==> src/design/pio_search_pkg.sv <==
// Shared constants, types and state records of the I/O channel command block
package pio_search_pkg;

  // Command codes seen after the addressing layer has selected the device
  localparam logic [7:0] CMD_READ_REGS = 8'hf0;
  localparam logic [7:0] CMD_CHAN_READ = 8'hf5;
  localparam logic [7:0] CMD_WRITE_SEARCH = 8'hcc;

  // Register page addresses
  localparam logic [15:0] ADDR_LOGIC_STATE = 16'h0088;
  localparam logic [15:0] ADDR_OUT_LATCH = 16'h0089;
  localparam logic [15:0] ADDR_ACT_LATCH = 16'h008a;
  localparam logic [15:0] ADDR_MASK = 16'h008b;
  localparam logic [15:0] ADDR_POLARITY = 16'h008c;
  localparam logic [15:0] ADDR_CONTROL_STATUS = 16'h008d;
  localparam logic [15:0] ADDR_PAGE_END = 16'h008f;

  // Reset and fill values
  localparam logic [7:0] FILL_BYTE = 8'hff;
  localparam logic [7:0] CS_RESET = 8'h08;
  localparam logic [7:0] MASK_RESET = 8'h00;
  localparam logic [7:0] POL_RESET = 8'h00;

  // Control/status field positions
  localparam int CS_SOURCE_BIT = 0;
  localparam int CS_TERM_BIT = 1;
  localparam int CS_PIN_FUNC_BIT = 2;
  localparam int CS_POWER_ON_BIT = 3;
  localparam int CS_SUPPLY_BIT = 7;

  // Stream and checksum figures
  localparam logic [5:0] STREAM_BLOCK = 6'h20;
  localparam logic [15:0] CRC_POLY_REFLECTED = 16'ha001;
  localparam logic [15:0] CRC_INIT = 16'h0000;

  typedef enum logic [9:0] {
    S_CMD  = 10'h001,
    S_ADDR_LO = 10'h002,
    S_ADDR_HI = 10'h004,
    S_WDAT = 10'h008,
    S_REG  = 10'h010,
    S_CRCH = 10'h020,
    S_ONES = 10'h040,
    S_STRM = 10'h080,
    S_SCRL = 10'h100,
    S_SCRH = 10'h200
  } cmd_state_t;

  // One byte queued for the bit serializer
  typedef struct packed {
    logic is_status;
    logic [7:0] data;
  } tx_word_t;

  // Whole state of the command engine
  typedef struct packed {
    cmd_state_t st;
    logic wr_cmd;
    logic [7:0] rx_sh;
    logic [2:0] rx_cnt;
    logic [15:0] addr;
    logic [15:0] crc;
    logic [5:0] scount;
    logic [7:0] txb;
    logic tx_status;
    logic txv;
    logic [2:0] tbit;
    logic search_source_select;
    logic search_term_select;
    logic pin_function_select;
    logic power_on_latch;
    logic [7:0] channel_select_mask;
    logic [7:0] channel_polarity;
    logic overdrive_flag;
    logic [7:0] pins_m;
    logic [7:0] pins_s;
    logic supply_m;
    logic supply_s;
    logic rsz_m;
    logic rsz_s;
    logic strobe;
    logic search;
    logic pin_reset;
  } core_state_t;

endpackage

==> src/design/pio_search_core.sv <==
// Byte FIFO and the command engine of the eight-channel I/O device
`timescale 1ns/100ps

module tx_byte_fifo #(
  parameter int WIDTH = 9,
  parameter int DEPTH = 32
) (
  input wire logic clock,
  input wire logic rst,
  input wire logic flush,
  input wire logic in_valid,
  output logic in_ready,
  input wire logic [WIDTH-1:0] in_data,
  output logic out_valid,
  input wire logic out_ready,
  output logic [WIDTH-1:0] out_data
);
  localparam int AW = $clog2(DEPTH);

  typedef struct packed {
    logic [AW-1:0] wr;
    logic [AW-1:0] rd;
    logic [AW:0] count;
  } fifo_state_t;

  fifo_state_t q, d;
  logic [WIDTH-1:0] mem [DEPTH];
  logic do_push, do_pop;

  // Pointers wrap on their own only for a power-of-two depth
  if (DEPTH < 2 || (DEPTH & (DEPTH - 1)) != 0) begin : g_bad_depth
    $error("DEPTH must be a power of two, at least 2");
  end

  assign in_ready = (q.count != (AW + 1)'(DEPTH));
  assign out_valid = (q.count != '0);
  assign out_data = mem[q.rd];
  assign do_push = in_valid & in_ready & ~flush;
  assign do_pop = out_valid & out_ready & ~flush;

  // Pointer and fill bookkeeping; flush drops everything at a bus reset
  always_comb begin
    d = q;
    if (flush) begin
      d = '0;
    end else begin
      if (do_push) d.wr = q.wr + 1'b1;
      if (do_pop) d.rd = q.rd + 1'b1;
      d.count = q.count + (AW + 1)'(do_push) - (AW + 1)'(do_pop);
    end
  end

  always_ff @(posedge clock or posedge rst) begin
    if (rst) begin
      q <= '0;
    end else begin
      q <= d;
    end
  end

  // Storage has no reset; only the pointers decide what is valid
  always_ff @(posedge clock) begin
    if (do_push) mem[q.wr] <= in_data;
  end
endmodule

module pio_search_core #(
  parameter int FIFO_DEPTH = 32
) (
  input wire logic clock,
  input wire logic rst,
  input wire logic bus_reset,
  input wire logic slot_start,
  input wire logic slot_wbit,
  output logic slot_ready,
  output logic tx_bit,
  input wire logic overdrive_enter,
  input wire logic overdrive_leave,
  output logic overdrive_flag,
  input wire logic [7:0] pio_pins,
  input wire logic [7:0] output_latch,
  input wire logic [7:0] activity_latch,
  input wire logic supply_pin,
  input wire logic reset_strobe_in,
  output logic reset_strobe_out,
  output logic reset_strobe_oe,
  output logic pio_reset_request,
  output logic search_response
);
  pio_search_pkg::core_state_t q, d;
  pio_search_pkg::tx_word_t push_word, pop_word;
  logic push, pop, fifo_in_ready, fifo_out_valid;
  logic cs_wr;
  logic [7:0] cs_read;

  if (FIFO_DEPTH < 2) begin : g_bad_depth
    $error("FIFO_DEPTH must be at least 2");
  end

  // Reflected CRC16 over one byte, least significant bit first
  function automatic logic [15:0] crc_byte(input logic [15:0] c, input logic [7:0] b);
    logic [15:0] r;
    r = c;
    for (int i = 0; i < 8; i++) begin
      if (r[0] ^ b[i]) begin
        r = (r >> 1) ^ pio_search_pkg::CRC_POLY_REFLECTED;
      end else begin
        r = r >> 1;
      end
    end
    return r;
  endfunction

  // Control/status read value; bits 4 to 6 are hard zero
  function automatic logic [7:0] cs_value(input pio_search_pkg::core_state_t s);
    logic [7:0] v;
    v = 8'h00;
    v[pio_search_pkg::CS_SOURCE_BIT] = s.search_source_select;
    v[pio_search_pkg::CS_TERM_BIT] = s.search_term_select;
    v[pio_search_pkg::CS_PIN_FUNC_BIT] = s.pin_function_select;
    v[pio_search_pkg::CS_POWER_ON_BIT] = s.power_on_latch;
    v[pio_search_pkg::CS_SUPPLY_BIT] = s.supply_s;
    return v;
  endfunction

  // Register page contents; unmapped and tail bytes read all ones
  function automatic logic [7:0] reg_byte(input logic [15:0] a,
                                          input pio_search_pkg::core_state_t s,
                                          input logic [7:0] outl, input logic [7:0] actl);
    logic [7:0] v;
    v = pio_search_pkg::FILL_BYTE;
    if (a == pio_search_pkg::ADDR_LOGIC_STATE) v = s.pins_s;
    if (a == pio_search_pkg::ADDR_OUT_LATCH) v = outl;
    if (a == pio_search_pkg::ADDR_ACT_LATCH) v = actl;
    if (a == pio_search_pkg::ADDR_MASK) v = s.channel_select_mask;
    if (a == pio_search_pkg::ADDR_POLARITY) v = s.channel_polarity;
    if (a == pio_search_pkg::ADDR_CONTROL_STATUS) v = cs_value(s);
    return v;
  endfunction

  tx_byte_fifo #(
    .WIDTH($bits(pio_search_pkg::tx_word_t)),
    .DEPTH(FIFO_DEPTH)
  ) u_fifo (
    .clock(clock),
    .rst(rst),
    .flush(bus_reset),
    .in_valid(push),
    .in_ready(fifo_in_ready),
    .in_data(push_word),
    .out_valid(fifo_out_valid),
    .out_ready(pop),
    .out_data(pop_word)
  );

  // Slot decoding, byte production and register updates
  always_comb begin
    logic [7:0] rx_byte;
    logic [7:0] sample;
    logic [7:0] qual_src;
    logic [7:0] match;
    logic [15:0] raddr;
    logic [15:0] rcrc;
    logic produce;
    rx_byte = {slot_wbit, q.rx_sh[7:1]};
    sample = q.pins_s;
    // Conditional search qualifier network
    qual_src = q.search_source_select ? activity_latch : q.pins_s;
    match = ~(qual_src ^ q.channel_polarity);
    raddr = (q.st == pio_search_pkg::S_ADDR_HI) ? {rx_byte, q.addr[7:0]} : q.addr;
    rcrc = (q.st == pio_search_pkg::S_ADDR_HI) ? crc_byte(q.crc, rx_byte) : q.crc;
    produce = 1'b0;
    d = q;
    push = 1'b0;
    push_word = '0;
    pop = 1'b0;
    cs_wr = 1'b0;
    // Two-stage synchronisers for everything arriving from pins
    d.pins_m = pio_pins;
    d.pins_s = q.pins_m;
    d.supply_m = supply_pin;
    d.supply_s = q.supply_m;
    d.rsz_m = reset_strobe_in;
    d.rsz_s = q.rsz_m;
    // Speed flag: entering overdrive wins over a same-cycle return to standard
    if (overdrive_leave) d.overdrive_flag = 1'b0;
    if (overdrive_enter) d.overdrive_flag = 1'b1;
    if (bus_reset) begin
      // A bus reset ends any command, including the endless stream
      d.st = pio_search_pkg::S_CMD;
      d.rx_cnt = '0;
      d.tbit = '0;
      d.txv = 1'b0;
      d.crc = pio_search_pkg::CRC_INIT;
    end else if (slot_start && fifo_in_ready) begin
      unique case (q.st)
        pio_search_pkg::S_CMD, pio_search_pkg::S_ADDR_LO,
        pio_search_pkg::S_ADDR_HI, pio_search_pkg::S_WDAT: begin
          d.rx_sh = rx_byte;
          d.rx_cnt = q.rx_cnt + 3'h1;
          if (q.rx_cnt == 3'h7) begin
            d.crc = crc_byte(q.crc, rx_byte);
            unique case (q.st)
              pio_search_pkg::S_CMD: begin
                d.crc = crc_byte(pio_search_pkg::CRC_INIT, rx_byte);
                d.st = pio_search_pkg::S_ONES;
                if (rx_byte == pio_search_pkg::CMD_READ_REGS ||
                    rx_byte == pio_search_pkg::CMD_WRITE_SEARCH) begin
                  d.wr_cmd = (rx_byte == pio_search_pkg::CMD_WRITE_SEARCH);
                  d.st = pio_search_pkg::S_ADDR_LO;
                end else if (rx_byte == pio_search_pkg::CMD_CHAN_READ) begin
                  // First sample during the command's last bit
                  push = 1'b1;
                  push_word = '{is_status: 1'b1, data: sample};
                  d.crc = crc_byte(crc_byte(pio_search_pkg::CRC_INIT, rx_byte), sample);
                  d.scount = 6'h01;
                  d.st = pio_search_pkg::S_STRM;
                end
              end
              pio_search_pkg::S_ADDR_LO: begin
                d.addr[7:0] = rx_byte;
                d.st = pio_search_pkg::S_ADDR_HI;
              end
              pio_search_pkg::S_ADDR_HI: begin
                d.addr = raddr;
                if (q.wr_cmd) begin
                  d.st = pio_search_pkg::S_WDAT;
                end else begin
                  produce = 1'b1;
                end
              end
              default: begin
                // Only the search-register write command reaches this point
                if (q.addr == pio_search_pkg::ADDR_MASK) d.channel_select_mask = rx_byte;
                if (q.addr == pio_search_pkg::ADDR_POLARITY) d.channel_polarity = rx_byte;
                if (q.addr == pio_search_pkg::ADDR_CONTROL_STATUS) begin
                  cs_wr = 1'b1;
                  d.search_source_select = rx_byte[pio_search_pkg::CS_SOURCE_BIT];
                  d.search_term_select = rx_byte[pio_search_pkg::CS_TERM_BIT];
                  d.pin_function_select = rx_byte[pio_search_pkg::CS_PIN_FUNC_BIT];
                  // Software may clear the power-on latch but never set it
                  d.power_on_latch = q.power_on_latch &
                                     rx_byte[pio_search_pkg::CS_POWER_ON_BIT];
                end
                // Past the last writable cell further bytes are ignored
                if (q.addr <= pio_search_pkg::ADDR_CONTROL_STATUS) d.addr = q.addr + 16'h0001;
              end
            endcase
          end
        end
        default: begin
          // Transmit phases: shift the current byte, act on its last bit
          if (q.txv) begin
            d.txb = {1'b1, q.txb[7:1]};
            d.tbit = q.tbit + 3'h1;
            if (q.tbit == 3'h7) begin
              d.txv = 1'b0;
              unique case (q.st)
                pio_search_pkg::S_REG: produce = 1'b1;
                pio_search_pkg::S_CRCH: begin
                  push = 1'b1;
                  push_word = '{is_status: 1'b0, data: ~q.crc[15:8]};
                  d.st = pio_search_pkg::S_ONES;
                end
                pio_search_pkg::S_STRM: begin
                  push = 1'b1;
                  if (q.scount == pio_search_pkg::STREAM_BLOCK) begin
                    push_word = '{is_status: 1'b0, data: ~q.crc[7:0]};
                    d.st = pio_search_pkg::S_SCRL;
                  end else begin
                    push_word = '{is_status: 1'b1, data: sample};
                    d.crc = crc_byte(q.crc, sample);
                    d.scount = q.scount + 6'h01;
                  end
                end
                pio_search_pkg::S_SCRL: begin
                  push = 1'b1;
                  push_word = '{is_status: 1'b0, data: ~q.crc[15:8]};
                  d.st = pio_search_pkg::S_SCRH;
                end
                pio_search_pkg::S_SCRH: begin
                  // Next pass starts during the CRC's last bit with a fresh CRC
                  push = 1'b1;
                  push_word = '{is_status: 1'b1, data: sample};
                  d.crc = crc_byte(pio_search_pkg::CRC_INIT, sample);
                  d.scount = 6'h01;
                  d.st = pio_search_pkg::S_STRM;
                end
                default: ; // After the CRC nothing more is queued
              endcase
            end
          end
        end
      endcase
      // Register page byte, or the low CRC byte once past the page end
      if (produce) begin
        push = 1'b1;
        if (raddr <= pio_search_pkg::ADDR_PAGE_END) begin
          // Register bytes are never flagged as status, so they never strobe
          push_word = '{is_status: 1'b0,
                        data: reg_byte(raddr, q, output_latch, activity_latch)};
          d.crc = crc_byte(rcrc, push_word.data);
          d.addr = raddr + 16'h0001;
          d.st = pio_search_pkg::S_REG;
        end else begin
          push_word = '{is_status: 1'b0, data: ~rcrc[7:0]};
          d.crc = rcrc;
          d.st = pio_search_pkg::S_CRCH;
        end
      end
    end
    // Serializer reload between slots; slots must leave a few idle cycles
    if (!bus_reset && !q.txv && fifo_out_valid) begin
      pop = 1'b1;
      d.txv = 1'b1;
      d.txb = pop_word.data;
      d.tx_status = pop_word.is_status;
      d.tbit = 3'h0;
    end
    // Strobe spans bits 0 and 1 of stream status bytes only
    d.strobe = d.pin_function_select & d.txv & d.tx_status & (d.tbit < 3'h2);
    d.pin_reset = ~q.pin_function_select & ~q.rsz_s;
    // Power-on latch forces the answer; otherwise the term picks AND or OR
    d.search = q.power_on_latch |
               (q.search_term_select ? &(~q.channel_select_mask | match)
                                     : |(q.channel_select_mask & match));
  end

  // Power-on state: latch set, search registers clear, standard speed
  always_ff @(posedge clock or posedge rst) begin
    if (rst) begin
      q <= '0;
      q.st <= pio_search_pkg::S_CMD;
      q.power_on_latch <= pio_search_pkg::CS_RESET[pio_search_pkg::CS_POWER_ON_BIT];
      q.channel_select_mask <= pio_search_pkg::MASK_RESET;
      q.channel_polarity <= pio_search_pkg::POL_RESET;
      q.crc <= pio_search_pkg::CRC_INIT;
      q.supply_m <= 1'b0;
    end else begin
      q <= d;
    end
  end

  assign slot_ready = fifo_in_ready;
  assign tx_bit = q.txv ? q.txb[0] : 1'b1;
  assign overdrive_flag = q.overdrive_flag;
  assign reset_strobe_out = 1'b0; // Open drain: only ever pulls low
  assign reset_strobe_oe = q.strobe;
  assign pio_reset_request = q.pin_reset;
  assign search_response = q.search;
  assign cs_read = cs_value(q);
endmodule

==> config.mk <==
export PLATFORM = sky130hd
export DESIGN_NAME = pio_search_core
export DESIGN_NICKNAME = d
export VERILOG_FILES = /design/src/design/pio_search_pkg.sv /design/src/design/pio_search_core.sv
export SDC_FILE = /design/constraint.sdc
export NUM_CORES = 1
export LEC_CHECK = 0
export BUFFER_PORTS_ARGS = -buffer_cell sky130_fd_sc_hd__buf_2
export CAP_MARGIN = 10
export CORE_MARGIN = 8
export CORE_UTILIZATION = 65
export DETAILED_ROUTE_END_ITERATION = 16
export PLACE_DENSITY = 0.82
export SYNTH_ARGS = -nofsm -noshare
export SYNTH_HDL_FRONTEND = slang
export SYNTH_SLANG_ARGS = --single-unit
==> constraint.sdc <==
create_clock -name clock -period 18.4 [get_ports clock]
set_input_delay 1.84 -clock clock [delete_from_list [all_inputs] [get_ports clock]]
set_output_delay 1.84 -clock clock [all_outputs]
set_load 0.03 [all_outputs]
==> impl_metrics.csv <==
group,metric,value,unit
status,outcome,"completed",
logic_synthesis,avgSynthCellArea,12.6,um2
clock_network,clk_pin_slew_worst_paths,0.06,ns
hold_path,hold_class,"flop to flop",
clock_network,cts_sinks,420,
logic_synthesis,synth_edf_count,288,
timing,slew_viol_final,0,
flow_run,maxCapViolations,0,
clock_network,hold_buffers,0,
worst_setup_path,ff2ff_setup_slack,13.52,ns
floorplanning,die_w,192,um
grt,grt_pass1_vias,13917,
logic_synthesis,synthSimpleGateAreaFrac,8.57,%
logic_synthesis,synth_ff_type,"edfxtp_1",
logic_synthesis,ys_types,76,
placed_design,hpwl,33.9,mm
routing,dr_total_vias,13931,
logic_synthesis,synth_compound_area_share,11.7,%
routing,via_per_inst,6.84,
hold_path,hold_start,"d[8]",
timing,hold_viol,0,
placed_design,io_buffers,38,
floorplanning,fp-row-count,64,
worst_setup_path,regToRegEndpoint,"u_fifo.mem[19][5]",
worst_setup_path,r2r_cells,10,
clock_network,clock_latency,0.56,ns
logic_synthesis,synth_top_family_by_area,"compound AO/OA/AOI/OAI gates",
logic_synthesis,synth_commonest_cells,"edfxtp_1 (288), dfrtp_1 (130), nand2_1 (129)",
timing,fin_skew,0.0244,ns
worst_setup_path,critical_path_class,"input pin to flop",
timing,fin_tns_setup,0,ns
logic_synthesis,synthTopCellsByArea,"edfxtp_1 (43%), dfrtp_1 (16%), mux4_2 (4.8%)",
layout,drive_above_1_share,13.9,%
timing,finalSetupViolCount,0,
logic_synthesis,yosys.area.top_type,"edfxtp_1",
timing,slew_headroom,6.83,%
floorplanning,die_h,192,um
timing,post-route-min-period,5.24,ns
timing,grt_setup_unrepaired,"false",
routing,drc,0,
floorplanning,initial_core_util,65.9,%
routing,ant_nets,0,
worst_setup_path,crit_arrival,5.41,ns
logic_synthesis,synthMuxAreaShare,9.76,%
clock_network,post_cts_buffers,0,
floorplanning,io_pins,40,
logic_synthesis,synth_xor_area_share,5.60,%
grt,antenna_found_initial,0,
pwr,leakage,7.25,nW
logic_synthesis,ys_async_sr_fraction,31.4,%
logic_synthesis,netlist_area,20100,um2
grt,grt_max_degree,77,
hold_path,hold_depth,0,
worst_setup_path,critPathMaxFanout,19,
routing,routed_wl,52.8,mm
hold_path,holdPathEnd,"q[8]",
clock_network,cts_buffer_depth,3,
logic_synthesis,yosys.area.top_type_share,42.9,%
timing,finalCritPeriodShare,28.5,%
clock_network,cts_buffers,42,
layout,n_antenna_cell,0,
floorplanning,dieArea,36900,um2
timing,worstMarginPinSlew,1.39,ns
logic_synthesis,ys_seq_area_share,59.3,%
routing,drt-initial-drc-count,1736,
timing,fmax,0.191,GHz
worst_setup_path,cp.required,18.57,ns
logic_synthesis,ys_ff_latch,420,
routing,post_drt_wl_per_cell,26.0,um
layout,fin_nets,1673,
logic_synthesis,ys_warn_count,0,
grt,grt_pass1_wl,81.6,mm
grt,grtUsageTotal,29.0,%
grt,grt_overflow,0,
clock_network,cts_resized,0,
worst_setup_path,end_kind,"flop",
logic_synthesis,synthAdderAreaFrac,2.09,%
pwr,power_density,121,nW/um2
floorplanning,fp.coreArea,30600,um2
worst_setup_path,start_kind,"input pin",
placed_design,place_area,20600,um2
logic_synthesis,syn-instance-count,1596,
placed_design,finalWeightedCongestion,0.997,
logic_synthesis,synthMostInstantiatedCell,"edfxtp_1",
clock_network,htree_levels,2,
pwr,peakVddDrop,153,uV
clock_network,clock-root-buffer,"clkbuf_16",
routing,drt_pass1_iterations,8,
logic_synthesis,syn-num-nets,1662,
layout,area_delta_synth_final,9.57,%
layout,fin_area,22100,um2
clock_network,cts_tree,"built",
worst_setup_path,timing.rr.start,"q[114]",
==> critical path, cell delays in order <==
cell and delay, ns:
buf_2 0.21, ha_1 0.25, nand2_1 0.09, a21oi_1 0.07, or2_2 0.46, nor2_1 0.25, and2_1 0.29, nor3_1 0.07
nor2_1 0.49, nand2_1 0.60, nor2_1 0.78
==> metrics by stage <==
stage	std cells	utilization, %	total power, mW	setup slack (ns)	hold WS (ns)
6_report	2036	72.2	2.67	13.16	0.346
5_1_grt	2036	72.2	2.77	12.94	0.358
2_1_floorplan	1596	-	1.63	11.40	0.331
3_5_place_dp	1959	67.5	1.78	12.66	0.335
3_3_place_gp	1959	67.5	1.76	12.83	0.332
4_1_cts	2036	72.2	2.66	13.27	0.349
==> where the power goes <==
| part | internal (mW) | leakage [nW] | total, mW | switching (mW) |
|---|---|---|---|---|
| combinational | 0.297 | 2.85 | 0.666 | 0.369 |
| sequential | 1.03 | 3.71 | 1.11 | 0.0794 |
| clock | 0.521 | 0.691 | 0.889 | 0.368 |
| total | 1.85 | 7.25 | 2.67 | 0.817 |
==> area by class of cell <==
cell class	count	area, um2
Sequential cell	420	12000
Fill cell	2019	8520
Multi-Input combinational cell	1038	7650
Clock buffer	51	1110
Tap cell	396	495
Timing Repair Buffer	61	363
Clock inverter	26	322
Inverter	44	170
==> routing by layer <==
layer | routed length (um) | up-vias | track usage, %
met5 | 0 | - | 0
met4 | 2760 | 0 | 12.4
met3 | 5460 | 207 | 5.74
met2 | 24800 | 955 | 46.7
met1 | 19800 | 6758 | 38.2
li1 | - | 6011 | -
==> placed cells by master (no fill, tap or decap), drive strengths merged, types with 12 or more instances in the layout <==
cell type | Yosys | routed
o221ai | 14 | 14
dfrtp | 130 | 130
a221oi | 31 | 31
a21oi | 75 | 75
mux2 | 23 | 23
o21ai | 102 | 102
nor2b | 12 | 12
clkinv | 0 | 13
clkbuf | 66 | 51
xnor2 | 84 | 84
mux4 | 43 | 43
buf | 28 | 61
edfxtp | 288 | 288
a22o | 15 | 15
nand2 | 130 | 130
inv | 44 | 46
nor3 | 21 | 21
xor2 | 33 | 33
mux2i | 73 | 73
ha | 32 | 32
o22ai | 30 | 30
nand3 | 34 | 34
a22oi | 18 | 18
nor2 | 129 | 129
==> state kept, by name, summed over array words and instances (netlist names) <==
register	flops
u_fifo.mem	288
q	97
u_fifo.q	16
d	10
cs_read	5
overdrive_flag	1
pio_reset_request	1
reset_strobe_oe	1
search_response	1
==> cell families after synthesis <==
kind of cell,count (synthesis)
compound gates,360
xor+xnor,120
fa+ha+maj,33
buf+inv,138
flops,420
mux,139
other cells,1
simple gates,385
==> worst max-delay path by stage <==
stage	startpoint	endpoint	slack [ns]
6_report	slot_wbit	u_fifo.mem[19][5]	13.16
5_1_grt	slot_wbit	u_fifo.mem[17][2]	12.94
4_1_cts	slot_wbit	u_fifo.mem[27][4]	13.27
3_5_place_dp	slot_wbit	u_fifo.mem[19][5]	12.66
3_3_place_gp	slot_wbit	u_fifo.mem[23][3]	12.83
2_1_floorplan	slot_wbit	u_fifo.mem[0][1]	11.40
(Power assumes the default switching activity.)
